===== src/fpa_pkg.sv =====
// Package for the fan duty arbiter: register map, field layout, reset values,
// step codes and shared record types.
// Assumes a 32-bit AXI4-Lite register bus and one 250 MHz clock.
`default_nettype none
package fpa_pkg;

   ////////////////////////////////////////////////////////////////////////////
   // Register byte addresses
   localparam logic [7:0] FPA_CTRL_ADDR     = 8'h00; // Force bit, alt map, lowfreq
   localparam logic [7:0] FPA_MANUAL_ADDR   = 8'h04; // Manual enables and codes
   localparam logic [7:0] FPA_BIND_ADDR     = 8'h08; // Ramp bindings
   localparam logic [7:0] FPA_RAMP_ADDR     = 8'h0c; // Ramp interval in ms
   localparam logic [7:0] FPA_SPIN_ADDR     = 8'h10; // Spin-up code and time
   localparam logic [7:0] FPA_STATUS_ADDR   = 8'h14; // Final codes and ramp state

   ////////////////////////////////////////////////////////////////////////////
   // Field positions
   localparam int FPA_CTRL_FORCE_BIT = 0;
   localparam int FPA_CTRL_ALT0_BIT  = 1;
   localparam int FPA_CTRL_ALT1_BIT  = 2;
   localparam int FPA_CTRL_LOWF0_BIT = 3;
   localparam int FPA_CTRL_LOWF1_BIT = 4;

   // Reset values
   localparam logic [31:0] FPA_CTRL_RST   = 32'h0000_0000;
   localparam logic [31:0] FPA_MANUAL_RST = 32'h0000_0000;
   localparam logic [31:0] FPA_BIND_RST   = 32'h0000_0000;
   localparam logic [7:0]  FPA_RAMP_RST   = 8'h01;
   localparam logic [15:0] FPA_SPIN_RST   = 16'h0000;

   ////////////////////////////////////////////////////////////////////////////
   // Step codes and timing
   localparam logic [3:0] FPA_CODE_OFF = 4'h0;
   localparam logic [3:0] FPA_CODE_MAX = 4'hd;
   localparam int FPA_CLK_MHZ       = 250;
   localparam int FPA_MS_IN_NS      = 1000000;
   localparam int FPA_CLK_PERIOD_NS = 1000 / FPA_CLK_MHZ;
   localparam int FPA_MS_CYCLES     = FPA_MS_IN_NS / FPA_CLK_PERIOD_NS;
   localparam logic [1:0] FPA_RESP_OKAY   = 2'b00;
   localparam logic [1:0] FPA_RESP_SLVERR = 2'b10;

   // Per-output request bundle from the surrounding fan logic
   typedef struct packed {
      logic [3:0] auto_code;
      logic       tach_over;
   } fpa_req_type;

   typedef enum logic [1:0] {FPA_R_IDLE, FPA_R_UP, FPA_R_DOWN} fpa_ramp_type;

endpackage
`default_nettype wire


===== src/fpa_arbiter.sv =====
// Fan duty arbiter: merges all duty requests into one 4-bit code per output,
// then maps it to an 8-bit duty under the default or alternate table.
// Assumes zone, tach and throttle results arrive from logic on aclk;
// the regulator-hot pins are asynchronous and synchronised here.
//
// Our own choices: register access over AXI4-Lite and the register addresses.
`timescale 1ns/1ns
`default_nettype none

module fpa_arbiter #(
   parameter int MS_CYCLES = fpa_pkg::FPA_MS_CYCLES
) (
   input  wire logic                   aclk,
   input  wire logic                   aresetn,
   // AXI4-Lite slave
   input  wire logic [7:0]             s_axi_awaddr,
   input  wire logic                   s_axi_awvalid,
   output logic                        s_axi_awready,
   input  wire logic [31:0]            s_axi_wdata,
   input  wire logic [3:0]             s_axi_wstrb,
   input  wire logic                   s_axi_wvalid,
   output logic                        s_axi_wready,
   output logic [1:0]                  s_axi_bresp,
   output logic                        s_axi_bvalid,
   input  wire logic                   s_axi_bready,
   input  wire logic [7:0]             s_axi_araddr,
   input  wire logic                   s_axi_arvalid,
   output logic                        s_axi_arready,
   output logic [31:0]                 s_axi_rdata,
   output logic [1:0]                  s_axi_rresp,
   output logic                        s_axi_rvalid,
   input  wire logic                   s_axi_rready,
   // Thermal and fan status
   input  wire logic [3:0]             zone_boost,
   input  wire fpa_pkg::fpa_req_type   req_one,
   input  wire fpa_pkg::fpa_req_type   req_two,
   input  wire logic                   regulator_hot_one,
   input  wire logic                   regulator_hot_two,
   input  wire logic                   cpu_one_throttle,
   input  wire logic                   cpu_two_throttle,
   input  wire logic                   throttle_update,
   // Fan drive duty
   output logic [7:0]                  fan_drive_one,
   output logic [7:0]                  fan_drive_two
);

   // Elaboration check: the millisecond counter is only 18 bits wide
   if (MS_CYCLES < 1 || MS_CYCLES > 262144)
   begin : ms_range_check
      $error("MS_CYCLES must lie between 1 and 262144");
   end

   ////////////////////////////////////////////////////////////////////////////
   // Registers
   logic [31:0] ctrl_reg;
   logic [31:0] manual_reg;   // [0],[1] enables; [7:4],[11:8] codes
   logic [31:0] bind_reg;     // [3:0] reg-hot pairs, [7:4] throttle pairs
   logic [7:0]  ramp_ms_reg;
   logic [15:0] spin_reg;     // [3:0] code, [15:8] time in ms
   logic        aw_hold_reg;
   logic        w_hold_reg;
   logic [7:0]  awaddr_reg;
   logic [31:0] wdata_reg;
   logic [3:0]  wstrb_reg;

   logic [7:0]  ramp_code_flat;

   // Write channels are taken independently; response after both
   assign s_axi_awready = !aw_hold_reg && !s_axi_bvalid;
   assign s_axi_wready  = !w_hold_reg && !s_axi_bvalid;

   always_ff @(posedge aclk)
   begin
      if (!aresetn)
      begin
         aw_hold_reg  <= 1'b0;
         w_hold_reg   <= 1'b0;
         awaddr_reg   <= 8'h00;
         wdata_reg    <= 32'h0000_0000;
         wstrb_reg    <= 4'h0;
         s_axi_bvalid <= 1'b0;
         s_axi_bresp  <= fpa_pkg::FPA_RESP_OKAY;
      end
      else
      begin
         if (s_axi_awvalid && s_axi_awready)
         begin
            aw_hold_reg <= 1'b1;
            awaddr_reg  <= s_axi_awaddr;
         end
         if (s_axi_wvalid && s_axi_wready)
         begin
            w_hold_reg <= 1'b1;
            wdata_reg  <= s_axi_wdata;
            wstrb_reg  <= s_axi_wstrb;
         end
         if (aw_hold_reg && w_hold_reg)
         begin
            aw_hold_reg  <= 1'b0;
            w_hold_reg   <= 1'b0;
            s_axi_bvalid <= 1'b1;
            s_axi_bresp  <= (awaddr_reg <= fpa_pkg::FPA_SPIN_ADDR && awaddr_reg[1:0] == 2'b00)
                            ? fpa_pkg::FPA_RESP_OKAY : fpa_pkg::FPA_RESP_SLVERR;
         end
         else if (s_axi_bready)
         begin
            s_axi_bvalid <= 1'b0;
         end
      end
   end

   // Register storage, byte enables honoured on the low byte lanes in use
   wire do_write = aw_hold_reg && w_hold_reg;
   always_ff @(posedge aclk)
   begin
      if (!aresetn)
      begin
         ctrl_reg    <= fpa_pkg::FPA_CTRL_RST;
         manual_reg  <= fpa_pkg::FPA_MANUAL_RST;
         bind_reg    <= fpa_pkg::FPA_BIND_RST;
         ramp_ms_reg <= fpa_pkg::FPA_RAMP_RST;
         spin_reg    <= fpa_pkg::FPA_SPIN_RST;
      end
      else if (do_write)
      begin
         case (awaddr_reg)
            fpa_pkg::FPA_CTRL_ADDR:   if (wstrb_reg[0]) ctrl_reg[7:0] <= wdata_reg[7:0];
            fpa_pkg::FPA_MANUAL_ADDR:
            begin
               if (wstrb_reg[0]) manual_reg[7:0]  <= wdata_reg[7:0];
               if (wstrb_reg[1]) manual_reg[15:8] <= wdata_reg[15:8];
            end
            fpa_pkg::FPA_BIND_ADDR:   if (wstrb_reg[0]) bind_reg[7:0] <= wdata_reg[7:0];
            fpa_pkg::FPA_RAMP_ADDR:   if (wstrb_reg[0]) ramp_ms_reg <= wdata_reg[7:0];
            fpa_pkg::FPA_SPIN_ADDR:
            begin
               if (wstrb_reg[0]) spin_reg[7:0]  <= wdata_reg[7:0];
               if (wstrb_reg[1]) spin_reg[15:8] <= wdata_reg[15:8];
            end
            default: ;
         endcase
      end
   end

   // Read channel: one read outstanding, answer one cycle after address
   logic [3:0] code_one;
   logic [3:0] code_two;
   assign s_axi_arready = !s_axi_rvalid;
   always_ff @(posedge aclk)
   begin
      if (!aresetn)
      begin
         s_axi_rvalid <= 1'b0;
         s_axi_rdata  <= 32'h0000_0000;
         s_axi_rresp  <= fpa_pkg::FPA_RESP_OKAY;
      end
      else if (s_axi_arvalid && s_axi_arready)
      begin
         s_axi_rvalid <= 1'b1;
         s_axi_rresp  <= fpa_pkg::FPA_RESP_OKAY;
         case (s_axi_araddr)
            fpa_pkg::FPA_CTRL_ADDR:   s_axi_rdata <= {24'h0, ctrl_reg[7:0]};
            fpa_pkg::FPA_MANUAL_ADDR: s_axi_rdata <= {16'h0, manual_reg[15:0]};
            fpa_pkg::FPA_BIND_ADDR:   s_axi_rdata <= {24'h0, bind_reg[7:0]};
            fpa_pkg::FPA_RAMP_ADDR:   s_axi_rdata <= {24'h0, ramp_ms_reg};
            fpa_pkg::FPA_SPIN_ADDR:   s_axi_rdata <= {16'h0, spin_reg};
            fpa_pkg::FPA_STATUS_ADDR: s_axi_rdata <= {16'h0, ramp_code_flat, code_two, code_one};
            default:
            begin
               s_axi_rdata <= 32'h0000_0000;
               s_axi_rresp <= fpa_pkg::FPA_RESP_SLVERR;
            end
         endcase
      end
      else if (s_axi_rready)
      begin
         s_axi_rvalid <= 1'b0;
      end
   end

   ////////////////////////////////////////////////////////////////////////////
   // Synchronisers for the asynchronous hot pins
   logic [1:0] hot_meta_reg;
   logic [1:0] hot_sync_reg;
   always_ff @(posedge aclk)
   begin
      if (!aresetn)
      begin
         hot_meta_reg <= 2'b00;
         hot_sync_reg <= 2'b00;
      end
      else
      begin
         hot_meta_reg <= {regulator_hot_two, regulator_hot_one};
         hot_sync_reg <= hot_meta_reg;
      end
   end

   // Millisecond tick, then ramp interval tick
   logic [17:0] ms_cnt_reg;
   logic [7:0]  iv_cnt_reg;
   logic        ms_tick;
   logic        step_tick;
   assign ms_tick   = (ms_cnt_reg == 18'(MS_CYCLES - 1));
   assign step_tick = ms_tick && (iv_cnt_reg + 8'h01 >= ramp_ms_reg);
   always_ff @(posedge aclk)
   begin
      if (!aresetn)
      begin
         ms_cnt_reg <= 18'h0;
         iv_cnt_reg <= 8'h00;
      end
      else
      begin
         ms_cnt_reg <= ms_tick ? 18'h0 : ms_cnt_reg + 18'h1;
         if (step_tick)
            iv_cnt_reg <= 8'h00;
         else if (ms_tick)
            iv_cnt_reg <= iv_cnt_reg + 8'h01;
      end
   end

   ////////////////////////////////////////////////////////////////////////////
   // Requests per output; other_code is everything except the ramps, base_code adds them
   logic       force_full;
   logic [3:0] other_code [2];
   logic [3:0] spin_req   [2];
   logic [3:0] base_code  [2];
   logic [3:0] auto_in    [2];
   logic [3:0] ramp_req   [2];   // Max of this output's ramps
   assign auto_in[0] = req_one.auto_code;
   assign auto_in[1] = req_two.auto_code;

   // Zone boost, tach limit and force bit all pin every output to full
   assign force_full = (|zone_boost)
                     || req_one.tach_over || req_two.tach_over
                     || ctrl_reg[fpa_pkg::FPA_CTRL_FORCE_BIT];

   function automatic logic [3:0] clamp_code(input logic [3:0] c);
      clamp_code = (c > fpa_pkg::FPA_CODE_MAX) ? fpa_pkg::FPA_CODE_MAX : c;
   endfunction

   function automatic logic [3:0] max_code(input logic [3:0] a, input logic [3:0] b);
      max_code = (a > b) ? a : b;
   endfunction

   // Priority merge; manual replaces spin-up and automatic control
   always_comb
   begin
      for (int o = 0; o < 2; o++)
      begin
         other_code[o] = force_full ? fpa_pkg::FPA_CODE_MAX : fpa_pkg::FPA_CODE_OFF;
         if (manual_reg[o])
            other_code[o] = max_code(other_code[o], clamp_code(manual_reg[4*o+4 +: 4]));
         else
            other_code[o] = max_code(other_code[o],
                               max_code(spin_req[o], clamp_code(auto_in[o])));
         base_code[o] = max_code(other_code[o], ramp_req[o]);
      end
   end

   ////////////////////////////////////////////////////////////////////////////
   // Ramps: index r = 2*kind + input; kind 0 regulator-hot, 1 throttle
   logic [3:0]   rcode_reg [8];
   logic [7:0]   ron_reg;

   // Throttle level only counts on a fresh measurement
   logic [1:0] thr_latched_reg;
   always_ff @(posedge aclk)
   begin
      if (!aresetn)
         thr_latched_reg <= 2'b00;
      else if (throttle_update)
         thr_latched_reg <= {cpu_two_throttle, cpu_one_throttle};
   end

   // One ramp per output/input pair: slot = 4*output + source
   always_ff @(posedge aclk)
   begin
      if (!aresetn)
      begin
         ron_reg <= 8'h00;
         for (int i = 0; i < 8; i++)
            rcode_reg[i] <= fpa_pkg::FPA_CODE_OFF;
      end
      else
      begin
         for (int i = 0; i < 8; i++)
         begin
            automatic int  o   = i / 4;
            automatic int  s   = i % 4;
            automatic logic hot = (s < 2) ? hot_sync_reg[s % 2] : thr_latched_reg[s % 2];
            if (!bind_reg[s*2 + o])
            begin
               ron_reg[i]   <= 1'b0;
               rcode_reg[i] <= fpa_pkg::FPA_CODE_OFF;
            end
            else if (!ron_reg[i])
            begin
               if (hot)
               begin
                  ron_reg[i]   <= 1'b1;
                  rcode_reg[i] <= clamp_code(other_code[o] + 4'h1);
               end
            end
            else if (hot)
            begin
               if (step_tick && rcode_reg[i] < fpa_pkg::FPA_CODE_MAX)
                  rcode_reg[i] <= rcode_reg[i] + 4'h1;
            end
            else if (rcode_reg[i] < other_code[o])
               ron_reg[i] <= 1'b0;
            else if (step_tick && rcode_reg[i] != fpa_pkg::FPA_CODE_OFF)
               rcode_reg[i] <= rcode_reg[i] - 4'h1;
         end
      end
   end

   // Largest enabled ramp per output
   always_comb
   begin
      for (int o = 0; o < 2; o++)
      begin
         ramp_req[o] = fpa_pkg::FPA_CODE_OFF;
         for (int s = 0; s < 4; s++)
            if (ron_reg[4*o+s])
               ramp_req[o] = max_code(ramp_req[o], rcode_reg[4*o+s]);
      end
      for (int i = 0; i < 8; i++)
         ramp_code_flat[i] = ron_reg[i];
   end

   ////////////////////////////////////////////////////////////////////////////
   // Spin-up: zero to nonzero on the final code starts a timed request unless that output's manual enable is set
   logic [1:0] was_zero_reg;
   logic [7:0] spin_ms_reg [2];
   always_ff @(posedge aclk)
   begin
      if (!aresetn)
      begin
         was_zero_reg <= 2'b11;
         spin_ms_reg[0] <= 8'h00;
         spin_ms_reg[1] <= 8'h00;
      end
      else
      begin
         for (int o = 0; o < 2; o++)
         begin
            was_zero_reg[o] <= (base_code[o] == fpa_pkg::FPA_CODE_OFF);
            if (was_zero_reg[o] && base_code[o] != fpa_pkg::FPA_CODE_OFF && !manual_reg[o])
               spin_ms_reg[o] <= spin_reg[15:8];
            else if (ms_tick && spin_ms_reg[o] != 8'h00)
               spin_ms_reg[o] <= spin_ms_reg[o] - 8'h01;
         end
      end
   end
   assign spin_req[0] = (spin_ms_reg[0] != 8'h00) ? clamp_code(spin_reg[3:0]) : 4'h0;
   assign spin_req[1] = (spin_ms_reg[1] != 8'h00) ? clamp_code(spin_reg[3:0]) : 4'h0;

   ////////////////////////////////////////////////////////////////////////////
   // Code to duty, 8-bit full scale; alternate table per output
   function automatic logic [7:0] to_duty(input logic [3:0] c, input logic alt);
      logic [7:0] d;
      d = 8'h00;
      if (c == 4'h0)
         d = 8'h00;
      else if (c >= fpa_pkg::FPA_CODE_MAX)
         d = 8'hff;
      else if (!alt)
         d = 8'(8'h40 + 8'(c - 4'h1) * 8'h10);
      else if (c <= 4'ha)
         d = 8'(16'(8'h40) + (16'(c - 4'h1) * 16'd64) / 16'd7);
      else
         d = 8'(16'h92 + (16'(c - 4'ha) * 16'd256) / 16'd7);
      to_duty = d;
   endfunction

   logic alt_one;
   logic alt_two;
   // Low frequency forces alternate; alternate may also stand alone
   assign alt_one = ctrl_reg[fpa_pkg::FPA_CTRL_LOWF0_BIT]
                    || ctrl_reg[fpa_pkg::FPA_CTRL_ALT0_BIT];
   assign alt_two = ctrl_reg[fpa_pkg::FPA_CTRL_LOWF1_BIT]
                    || ctrl_reg[fpa_pkg::FPA_CTRL_ALT1_BIT];
   assign code_one = base_code[0];
   assign code_two = base_code[1];

   // Registered duty; same table for all code sources
   always_ff @(posedge aclk)
   begin
      if (!aresetn)
      begin
         fan_drive_one <= 8'h00;
         fan_drive_two <= 8'h00;
      end
      else
      begin
         fan_drive_one <= to_duty(base_code[0], alt_one);
         fan_drive_two <= to_duty(base_code[1], alt_two);
      end
   end

   ////////////////////////////////////////////////////////////////////////////
   // Checks
   force_full_a: assert property (@(posedge aclk) disable iff (!aresetn)
      force_full |=> fan_drive_one == 8'hff && fan_drive_two == 8'hff)
      else $error("forced duty not full");
   tach_full_a: assert property (@(posedge aclk) disable iff (!aresetn)
      req_one.tach_over |-> base_code[1] == fpa_pkg::FPA_CODE_MAX)
      else $error("tach limit did not force full");
   manual_floor_a: assert property (@(posedge aclk) disable iff (!aresetn)
      manual_reg[0] |-> base_code[0] >= clamp_code(manual_reg[7:4]))
      else $error("manual floor lost");
   alt_mid_a: assert property (@(posedge aclk) disable iff (!aresetn)
      base_code[0] == 4'h8 && alt_one |=> fan_drive_one == 8'h80)
      else $error("alternate 8h not half duty");
   ramp_step_a: assert property (@(posedge aclk) disable iff (!aresetn)
      ron_reg[0] && $past(ron_reg[0]) && !step_tick
      |=> $stable(rcode_reg[0]) || !ron_reg[0])
      else $error("ramp moved off interval");
   ramp_start_a: assert property (@(posedge aclk) disable iff (!aresetn)
      !ron_reg[0] && bind_reg[0] && hot_sync_reg[0] |=> ron_reg[0])
      else $error("ramp did not enable");
   // An enabled ramp stays within 0h to Dh and moves by one code at most
   ramp_cap_a: assert property (@(posedge aclk) disable iff (!aresetn)
      ron_reg[0] && $past(ron_reg[0])
      |-> rcode_reg[0] <= fpa_pkg::FPA_CODE_MAX
          && rcode_reg[0] + 4'h1 >= $past(rcode_reg[0])
          && rcode_reg[0] <= $past(rcode_reg[0]) + 4'h1)
      else $error("ramp code out of range");
   base_max_a: assert property (@(posedge aclk) disable iff (!aresetn)
      base_code[0] >= ramp_req[0])
      else $error("ramp request ignored");
   ramp_cov_c: cover property (@(posedge aclk) ron_reg[0] && step_tick);
   spin_cov_c: cover property (@(posedge aclk) spin_ms_reg[0] != 8'h00);
   force_cov_c: cover property (@(posedge aclk) force_full);

endmodule
`default_nettype wire


===== config.mk =====
export PLATFORM = sky130hd
export DESIGN_NAME = fpa_arbiter
export DESIGN_NICKNAME = d
export VERILOG_FILES = /design/src/fpa_pkg.sv /design/src/fpa_arbiter.sv
export SDC_FILE = /design/constraint.sdc
export NUM_CORES = 1
export LEC_CHECK = 0
export BUFFER_PORTS_ARGS = -buffer_cell sky130_fd_sc_hd__buf_2
export CORE_MARGIN = 5
export CORE_UTILIZATION = 52
export DETAILED_ROUTE_END_ITERATION = 10
export PLACE_DENSITY = 0.7
export SYNTH_ARGS = -nofsm -noshare
export SYNTH_HDL_FRONTEND = slang
export SYNTH_SLANG_ARGS = --single-unit

===== constraint.sdc =====
create_clock -name aclk -period 16.11 [get_ports aclk]
set_input_delay 1.611 -clock aclk [delete_from_list [all_inputs] [get_ports aclk]]
set_output_delay 1.611 -clock aclk [all_outputs]
set_load 0.02 [all_outputs]

======== Word-level counts from Yosys, hierarchy flattened ========
Memories as Yosys holds them, arrays and structs flattened.
Cells that the tools add are included.
word-level totals
  register bits ........................... 180
  RAM bits ................................ 48
  bits of input ports ..................... 78
  word-level logic and storage cells ...... 535
  memories kept ........................... 2
operators by class
  add/subtract/negate cells ............... 34
  divide/modulo/power cells ............... 4
  order comparisons ....................... 45
  equality and inequality tests ........... 10
  mux-type cells .......................... 288
  bitwise operators ....................... 37
  reduce and logical (&&, ||, !) cells .... 82
memory list
  memory       words  bits a word  read ports  clocked after memory_dff  write ports  line                source
  rcode_reg    8      4            8           0                         8            fpa_arbiter.sv:264  logic [3:0] rcode_reg [8];
  spin_ms_reg  2      8            2           0                         2            fpa_arbiter.sv:336  logic [7:0] spin_ms_reg [2];
operator list
  operator                                                             count
  4-bit 2-to-1 mux                                                     68
  1-bit 2-to-1 mux                                                     207
  16-bit case mux with 6 select lines                                  1
  8-bit 2-to-1 mux                                                     10
  16-bit by 3-bit divider with 16-bit output (second input constant)   4
  4-bit > comparator                                                   14
  4-bit by 1-bit adder with 4-bit output (second input constant)       10
  4-bit nonzero test                                                   10
  4-bit by 1-bit subtractor with 4-bit output (second input constant)  10
  1-bit OR                                                             36
  7-bit by 8-bit adder with 8-bit output (first input constant)        4
  8-bit by 4-bit == test with 1-bit output (second input constant)     4
  4-bit < comparator                                                   8
  4-bit < comparator (second input constant)                           8
  1-bit logical AND                                                    30
  4-bit > comparator (second input constant)                           7
  8-bit by 5-bit == test with 1-bit output (second input constant)     3
  3-bit AND reduction                                                  7
  18-bit by 1-bit adder with 18-bit output (second input constant)     1
  18-bit == test (second input constant)                               1
  8-bit adder (first input constant)                                   2
  8-bit by 3-bit == test with 1-bit output (second input constant)     2
  8-bit zero test                                                      2
  2-bit AND reduction                                                  8
  20 further kinds                                                     43

======== Depth between registers and ports, before layout ========
Gate-level depths: netlist of the first run.
An unclocked memory read counts as a cell.
  word-level depth ........................ 23
  gate-level depth with buffers ........... 77

======== Worst setup path after synthesis of the first run ========
OpenSTA, ideal clock, no wires.
  path kind ............................... input -> register
  from .................................... input req_two[3] (netlist name)
  to ...................................... register fan_drive_two[5]
  arrival time ............................ 12699 ps
  required time ........................... 15973 ps
  setup slack ............................. 3274 ps
  stages .................................. 60
  buffers on the path ..................... 3
  path through ............................ inv_1 o21ai_0 ha_1 nor2b_4 or4_4 nand2_1 mux2i_1 ha_1 nand3b_1 inv_1 a2111oi_0 a31o_1 a2bb2oi_2 nand2_1 ha_1 and2_1 a32oi_1 and3_1 (+24 left out) ha_1 nor3b_1 o2111ai_1 o211ai_1 o21ai_1 nand2_1 xor2_1 or3_4 nand2_1 ha_1 nand2_1 o31a_1 o211ai_2 ha_1 nand2_1 and3_1 o311ai_0 a31oi_1
on the way
  longest elaborated chain between the ends .. 15
  elaborated cells on any way between the ends .. 24
  those cells by class .................... 6 x add/sub; 2 x div; 6 x order compare; 8 x mux; 2 x reduce/logical
RTL lines
  element                                                                                                     line                                    source
  start, declared                                                                                             fpa_arbiter.sv:36                       input wire fpa_pkg::fpa_req_type req_two,
  4-bit > comparator                                                                                          fpa_arbiter.sv:240                      clamp_code = (c > fpa_pkg::FPA_CODE_MAX) ? fpa_pkg::FPA_CODE_MAX : c;
  4-bit 2-to-1 mux *                                                                                          fpa_arbiter.sv:240
  4-bit > comparator                                                                                          fpa_arbiter.sv:244                      max_code = (a > b) ? a : b;
  4-bit 2-to-1 mux *                                                                                          fpa_arbiter.sv:244
  4-bit > comparator                                                                                          fpa_arbiter.sv:244
  4-bit 2-to-1 mux *                                                                                          fpa_arbiter.sv:244
  4-bit 2-to-1 mux *                                                                                          fpa_arbiter.sv:253                      if (manual_reg[o])
  4-bit > comparator                                                                                          fpa_arbiter.sv:244
  4-bit 2-to-1 mux *                                                                                          fpa_arbiter.sv:244
  4-bit by 4-bit subtractor with 5-bit output or 4-bit by 1-bit subtractor with 5-bit output (tied branches)  fpa_arbiter.sv:374, fpa_arbiter.sv:372
  16-bit by 3-bit divider with 16-bit output (on tied branches)                                               fpa_arbiter.sv:374, fpa_arbiter.sv:372
  8-bit adder or 7-bit by 8-bit adder with 8-bit output (tied branches)                                       fpa_arbiter.sv:374, fpa_arbiter.sv:372
  8-bit 2-to-1 mux                                                                                            fpa_arbiter.sv:371                      else if (c <= 4'ha)
  8-bit 2-to-1 mux                                                                                            fpa_arbiter.sv:369                      else if (!alt)
  8-bit 2-to-1 mux                                                                                            fpa_arbiter.sv:367                      else if (c >= fpa_pkg::FPA_CODE_MAX)
  end signal, assigned                                                                                        fpa_arbiter.sv:399                      fan_drive_two <= to_duty(base_code[1], alt_two);
  end, declared                                                                                               fpa_arbiter.sv:44                       output logic [7:0] fan_drive_two
Every way passes the cells marked *; elsewhere a longest branch is shown, timed or not.
A chain may end at the register's enable or synchronous reset.

======== Worst setup path after layout of the first run ========
  from .................................... register ron_reg[0] (netlist: ramp_code_flat[0])
  to ...................................... register fan_drive_one[7]
on the way
  longest elaborated chain between the ends .. 18
  elaborated cells on any way between the ends .. 27
  those cells by class .................... 6 x add/sub; 2 x div; 6 x order compare; 11 x mux; 2 x reduce/logical
RTL lines
  element                                                                                                     line                                    source
  start, declared                                                                                             fpa_arbiter.sv:265                      logic [7:0] ron_reg;
  start signal, assigned                                                                                      fpa_arbiter.sv:282                      ron_reg <= 8'h00;
  start signal, assigned by index                                                                             fpa_arbiter.sv:295                      ron_reg[i] <= 1'b0;
  start signal, assigned by index                                                                             fpa_arbiter.sv:302                      ron_reg[i] <= 1'b1;
  4-bit 2-to-1 mux *                                                                                          fpa_arbiter.sv:326                      if (ron_reg[4*o+s])
  4-bit > comparator                                                                                          fpa_arbiter.sv:244
  4-bit 2-to-1 mux                                                                                            fpa_arbiter.sv:244
  4-bit 2-to-1 mux *                                                                                          fpa_arbiter.sv:326
  4-bit > comparator                                                                                          fpa_arbiter.sv:244
  4-bit 2-to-1 mux                                                                                            fpa_arbiter.sv:244
  4-bit 2-to-1 mux *                                                                                          fpa_arbiter.sv:326
  4-bit > comparator                                                                                          fpa_arbiter.sv:244
  (+2 left out)                                                                                               -
  4-bit > comparator                                                                                          fpa_arbiter.sv:244
  4-bit 2-to-1 mux *                                                                                          fpa_arbiter.sv:244
  4-bit by 4-bit subtractor with 5-bit output or 4-bit by 1-bit subtractor with 5-bit output (tied branches)  fpa_arbiter.sv:374, fpa_arbiter.sv:372
  16-bit by 3-bit divider with 16-bit output (on tied branches)                                               fpa_arbiter.sv:374, fpa_arbiter.sv:372
  8-bit adder or 7-bit by 8-bit adder with 8-bit output (tied branches)                                       fpa_arbiter.sv:374, fpa_arbiter.sv:372
  8-bit 2-to-1 mux                                                                                            fpa_arbiter.sv:371
  8-bit 2-to-1 mux                                                                                            fpa_arbiter.sv:369
  8-bit 2-to-1 mux                                                                                            fpa_arbiter.sv:367
  end signal, assigned                                                                                        fpa_arbiter.sv:398                      fan_drive_one <= to_duty(base_code[0], alt_one);
  end, declared                                                                                               fpa_arbiter.sv:43                       output logic [7:0] fan_drive_one,
Marks and branches as above.

==> flow_summary.json, run 1 <==
{
  "outcome": "finished, final reports clean",
  "die_area_um2": 42550,
  "cp_max_fo": 10,
  "synth_top_area_cell": "dfxtp_1",
  "grt_usage_pct": 25.30,
  "finalSetupTns_ns": 0,
  "powerDensity_nw_per_um2": 102.0,
  "antenna_found_initial": 0,
  "syn_to_final_growth_pct": 8.381,
  "worstPathArrival_ns": 15.33,
  "maxCapViolCount": 0,
  "n_antenna_cell": 0,
  "top_layer": "met4",
  "num_vias": 19213,
  "wl_per_cell_um": 17.75,
  "path_common_cell": "ha_1",
  "grt_pass1_vias": 18313,
  "wl_um": 55070,
  "core_area_um2": 38380,
  "first_iter_violations": 1605,
  "drive_above_1_share_pct": 10.80,
  "fin_skew_ns": 0.01862,
  "wl_met3_um": 3229,
  "clock_sinks": 210,
  "h-tree-depth": 1,
  "dr_wl_met2_um": 24550,
  "fin_crit_sh_pct": 92.17,
  "placement_rows": 72,
  "start_util_pct": 52.20,
  "hp-class": "flip-flop to flip-flop",
  "async_flop_share_pct": 0,
  "drtPass1Iterations": 5,
  "seq_area_frac_synth_pct": 23.38,
  "nNetsFinal": 2819,
  "wl_met1_um": 25450,
  "dpl.hpwl_um": 42010,
  "rsz0062_at_grt": "no",
  "avgSynthCellArea_um2": 7.972,
  "max_freq_mhz": 67.35,
  "max-slew-margin-rel_pct": 28.52,
  "grt_max_degree": 77,
  "period_needed_ns": 14.85,
  "grt_pass1_wl_um": 90920,
  "r2r-start": "ramp_code_flat[0]$_SDFF_PN0_",
  "via_per_inst": 6.194,
  "largest_reg_flops": 32,
  "gp_congestion": 0.9055,
  "dp_slack_ns": 0.9221,
  "post-route-drc-count": 0,
  "power_leakage_uw": 0.009046,
  "cp_slowest_cell": "dfxtp_1",
  "ctsResizeCount": 0,
  "die_y_um": 206.3,
  "die_width_um": 206.3,
  "ys_ff_latch": 210,
  "crit_path_start": "ramp_code_flat[0]$_SDFF_PN0_",
  "ios": 135,
  "synth_top_area_share_pct": 16.19,
  "clkLatencyLatePin_ns": 0.56,
  "yosysUniqueCellTypes": 134,
  "hold_buffers": 0,
  "tightest_slew_ns": 1.063,
  "hp-start": "hot_meta_reg[0]$_SDFF_PN0_",
  "crit_family": "compound AO/OA/AOI/OAI gates",
  "cts_max_path_buffers": 3,
  "finalSetupViolCount": 0,
  "cts_buffers": 25,
  "cts_tree": "built",
  "slew_violations": 0,
  "io_buffers": 98,
  "critical_path_class": "flip-flop to flip-flop",
  "syn_area_um2": 20030,
  "hold_viol": 0,
  "postCtsSetupRepairBufs": 0,
  "overflow": 0,
  "root_buffer": "clkbuf_16",
  "synth-main-ff-cell": "dfxtp_1",
  "path_clk_slew_ns": 0.06,
  "final_antenna_net_count": 0,
  "ir_worst_vdd_mv": 0.08927,
  "yosysWarningCount": 0,
  "crit_required_ns": 16.59,
  "critPathLaunchType": "flip-flop",
  "setup_ws_ns": 1.262,
  "worst_path_largest_cell_delay_ns": 0.57,
  "crit_buf_inv": 9,
  "synth.area.top_cells": "dfxtp_1 (16%), ha_1 (11%), edfxtp_1 (7.2%)",
  "synth_cells": 2513,
  "critPathCaptureType": "flip-flop",
  "synth_edf_count": 48
}
## layer usage
layer,vias to the layer above,global-route usage [%]
met2,619,41.53
met3,118,2.997
li1,9389,-
met4,0,8.294
met1,9087,34.70
met5,-,0
## final cells by class
cell class	instances	area (µm²)
Clock buffer	31	710.7
Timing Repair Buffer	105	545.5
Tap cell	518	648.1
Fill cell	3610	16660
Clock inverter	15	155.1
Inverter	158	599.3
Sequential cell	210	4684
Multi-Input combinational cell	2065	14370
## power breakdown
group	internal, µW	leakage (µW)	switching, µW
combinational	401	0.00672	656
clock	350	0.000435	245
sequential	551	0.00189	12.1
total	1300	0.00905	913
## stage by stage
step	area (µm²)	instances	utilization [%]	hold WS (ns)	power, µW
after CTS	21700	3102	56.54	0.4367	2204
after floorplan	20110	2532	-	0.4119	1411
after global placement	20830	3056	54.29	0.4209	1575
final	21710	3102	56.58	0.4324	2215
after global routing	21710	3102	56.58	0.4613	2366
after detailed placement	20830	3056	54.29	0.4212	1604
## worst paths after layout
check / endpoint / slack (ns) / cells past startpoint
max: fan_drive_one[7]$_SDFF_PP0_ / 1.26 / 71
min: hot_sync_reg[0]$_SDFF_PN0_ / 0.43 / 1
max reg2reg: fan_drive_one[7]$_SDFF_PP0_ / 1.26 / 71
min reg2reg: hot_sync_reg[0]$_SDFF_PN0_ / 0.43 / 1
## Yosys cell counts, drive strengths merged, types with 46 or more instances
| library cell | instances |
|---|---|
| a21boi | 46 |
| nor2 | 187 |
| inv | 153 |
| a21oi | 139 |
| edfxtp | 48 |
| mux2i | 83 |
| nor2b | 103 |
| nand3 | 79 |
| nor3 | 72 |
| o21ai | 130 |
| clkbuf | 61 |
| dfxtp | 162 |
| ha | 176 |
| xnor2 | 67 |
| nand2 | 254 |
## layout by cell type (no fill, tap or decap), drive strengths merged, types with 22 or more instances in the layout
cell type | netlist | routed
and2 | 39 | 39
a21oi | 139 | 139
inv | 153 | 160
nor3 | 72 | 72
dfxtp | 162 | 162
buf | 38 | 105
a21boi | 46 | 46
xnor2 | 67 | 67
edfxtp | 48 | 48
and3 | 40 | 40
xor2 | 22 | 22
nand3 | 79 | 79
nor2 | 187 | 187
ha | 176 | 176
o22ai | 22 | 22
nand4 | 30 | 30
nand2 | 254 | 254
o21ai | 130 | 130
mux2i | 83 | 83
nand2b | 33 | 33
nor4 | 25 | 25
o211ai | 39 | 39
a31oi | 39 | 39
clkbuf | 61 | 31
a22oi | 40 | 40
nor2b | 103 | 103
## logic make-up after synthesis
group / after synthesis / synth area share, %
simple gates: 955 / 24.54
compound gates: 723 / 26.39
buf+inv: 257 / 5.371
flops: 210 / 23.38
fa+ha+maj: 176 / 10.99
mux: 100 / 5.159
xor+xnor: 90 / 4.134
other cells: 2 / 0.03749
No activity file was read; power rests on OpenSTA's default activity.
==> inputs of run 2 (changes only) <==
--- a/config.mk
+++ b/config.mk
@@ -10,2 +10,3 @@
 export CORE_UTILIZATION = 52
+export CTS_CLUSTER_DIAMETER = 30
 export DETAILED_ROUTE_END_ITERATION = 10
==> constraint.sdc (replaced) <==
create_clock -name aclk -period 16.11 [get_ports aclk]
set_input_delay 3.222 -clock aclk [delete_from_list [all_inputs] [get_ports aclk]]
set_output_delay 3.222 -clock aclk [all_outputs]
set_load 0.02 [all_outputs]
==> flow_summary.json, run 2 (synthesized netlist as in run 1, its figures left out) <==
{
  "grt_max_degree": 73,
  "wl_per_cell_um": 17.87,
  "cts_tree": "built",
  "fin_crit_sh_pct": 95.33,
  "power_leakage_uw": 0.009589,
  "cp.depth": 53,
  "cp_max_fo": 11,
  "placement_rows": 72,
  "p_switching_uw": 1004,
  "dpl.hpwl_um": 42440,
  "worst_path_largest_cell_delay_ns": 0.58,
  "hp-class": "flip-flop to flip-flop",
  "drtPass1Iterations": 6,
  "num_vias": 19486,
  "die_y_um": 206.3,
  "grt_usage_pct": 25.80,
  "die_area_um2": 42550,
  "hold_depth": 1,
  "critical_path_class": "input pin to flip-flop",
  "overflow": 0,
  "max-slew-margin-rel_pct": 20.72,
  "maxCapViolCount": 0,
  "postCtsSetupRepairBufs": 0,
  "clockPowerShare_pct": 39.8,
  "p_seq_share_pct": 20.7,
  "dp_slack_ns": 0.3076,
  "max_freq_mhz": 65.11,
  "first_iter_violations": 1504,
  "h-tree-depth": 2,
  "ir_worst_vdd_mv": 0.2061,
  "finalSetupViolCount": 0,
  "outcome": "finished, final reports clean",
  "hold_viol": 0,
  "rsz0062_at_grt": "yes",
  "cts_buffers": 51,
  "cp_slowest_cell": "a211oi_2",
  "path_common_cell": "ha_1",
  "post-route-drc-count": 0,
  "tightest_slew_ns": 1.179,
  "finalSetupTns_ns": 0,
  "via_per_inst": 6.153,
  "critPathLaunchType": "input pin",
  "gp_congestion": 0.8955,
  "grt_pass1_vias": 18625,
  "syn_to_final_growth_pct": 14.02,
  "slew_violations": 0,
  "die_width_um": 206.3,
  "crit_required_ns": 16.56,
  "crit_buf_inv": 5,
  "nNetsFinal": 2862,
  "clkLatencyLatePin_ns": 0.60,
  "drive_above_1_share_pct": 12.72,
  "hold_buffers": 0,
  "setup_ws_ns": 0.7520,
  "path_clk_slew_ns": 0.05,
  "worstPathArrival_ns": 15.81,
  "powerDensity_nw_per_um2": 119.6,
  "final_cell_mix": "nand2_1 (252), nor2_1 (184), ha_1 (175)",
  "io_buffers": 98,
  "period_needed_ns": 15.36,
  "antenna_found_initial": 1,
  "wl_um": 56600,
  "grt_pass1_wl_um": 92230,
  "final_common_cell": "nand2_1",
  "ios": 135,
  "final_antenna_net_count": 0,
  "start_util_pct": 52.20,
  "p_comb_share_pct": 39.5,
  "fin_skew_ns": 0.05754,
  "switching_share_pct": 36.73,
  "p_int_uw": 1729,
  "core_area_um2": 38380,
  "reg2regPathDepth": 68,
  "critPathCaptureType": "flip-flop",
  "crit_family": "compound AO/OA/AOI/OAI gates",
  "root_buffer": "clkbuf_16",
  "n_antenna_cell": 0,
  "largest_reg_flops": 32,
  "clock_sinks": 210,
  "cts_max_path_buffers": 3
}
## run 2: layout make-up
type                    instances  area, µm²
multi-input cells            2065      14390
well taps                     518      648.1
inverters                     158      599.3
clock buffers                  69       1446
flip-flops and latches        210       4684
repair buffers                122      673.1
clock inverters                25      406.6
fillers                      3488      15530
## run 2: per-stage QoR
stage,utilization [%],power [µW],area [µm²],instances,hold WS [ns]
finish,59.52,2732,22840,3167,0.4299
global route,59.52,2901,22840,3167,0.4457
CTS,59.45,2730,22810,3167,0.4367
detailed placement,54.62,1629,20960,3073,0.4231
global placement,54.62,1597,20960,3073,0.4226
floorplan,-,1411,20110,2532,0.4119
## run 2: timing repair
item                                    4_1_cts  5_1_grt
resized for setup                             0        8
endpoints found under the setup margin        0        6
endpoints found under the hold margin         0        0
## run 2: path summary, 6_finish.rpt
| path | start | to | slack (ns) |
|---|---|---|---|
| max | req_two[3] | fan_drive_two[0]$_SDFF_PP0_ | 0.75 |
| min reg2reg | hot_meta_reg[0]$_SDFF_PN0_ | hot_sync_reg[0]$_SDFF_PN0_ | 0.43 |
| min | hot_meta_reg[0]$_SDFF_PN0_ | hot_sync_reg[0]$_SDFF_PN0_ | 0.43 |
| max reg2reg | ramp_code_flat[0]$_SDFF_PN0_ | fan_drive_one[7]$_SDFF_PP0_ | 2.00 |
## run 2: power groups by stage
stage / sequential, µW / clock (µW) / combinational (µW)
6_report: 566 / 1090 / 1080
5_1_grt: 567 / 1130 / 1200
4_1_cts: 566 / 1100 / 1060
3_5_place_dp: 575 / 0 / 1050
3_3_place_gp: 574 / 0 / 1020
2_1_floorplan: 579 / 0 / 832
## run 2: layer usage
| layer | track usage (%) | wire length, µm | share of wire (%) |
|---|---|---|---|
| met2 | 42.54 | 25650 | 45 |
| met4 | 8.745 | 1735 | 3.1 |
| met5 | 0 | 17 | 0.030 |
| met1 | 34.27 | 25650 | 45 |
| met3 | 4.409 | 3555 | 6.3 |
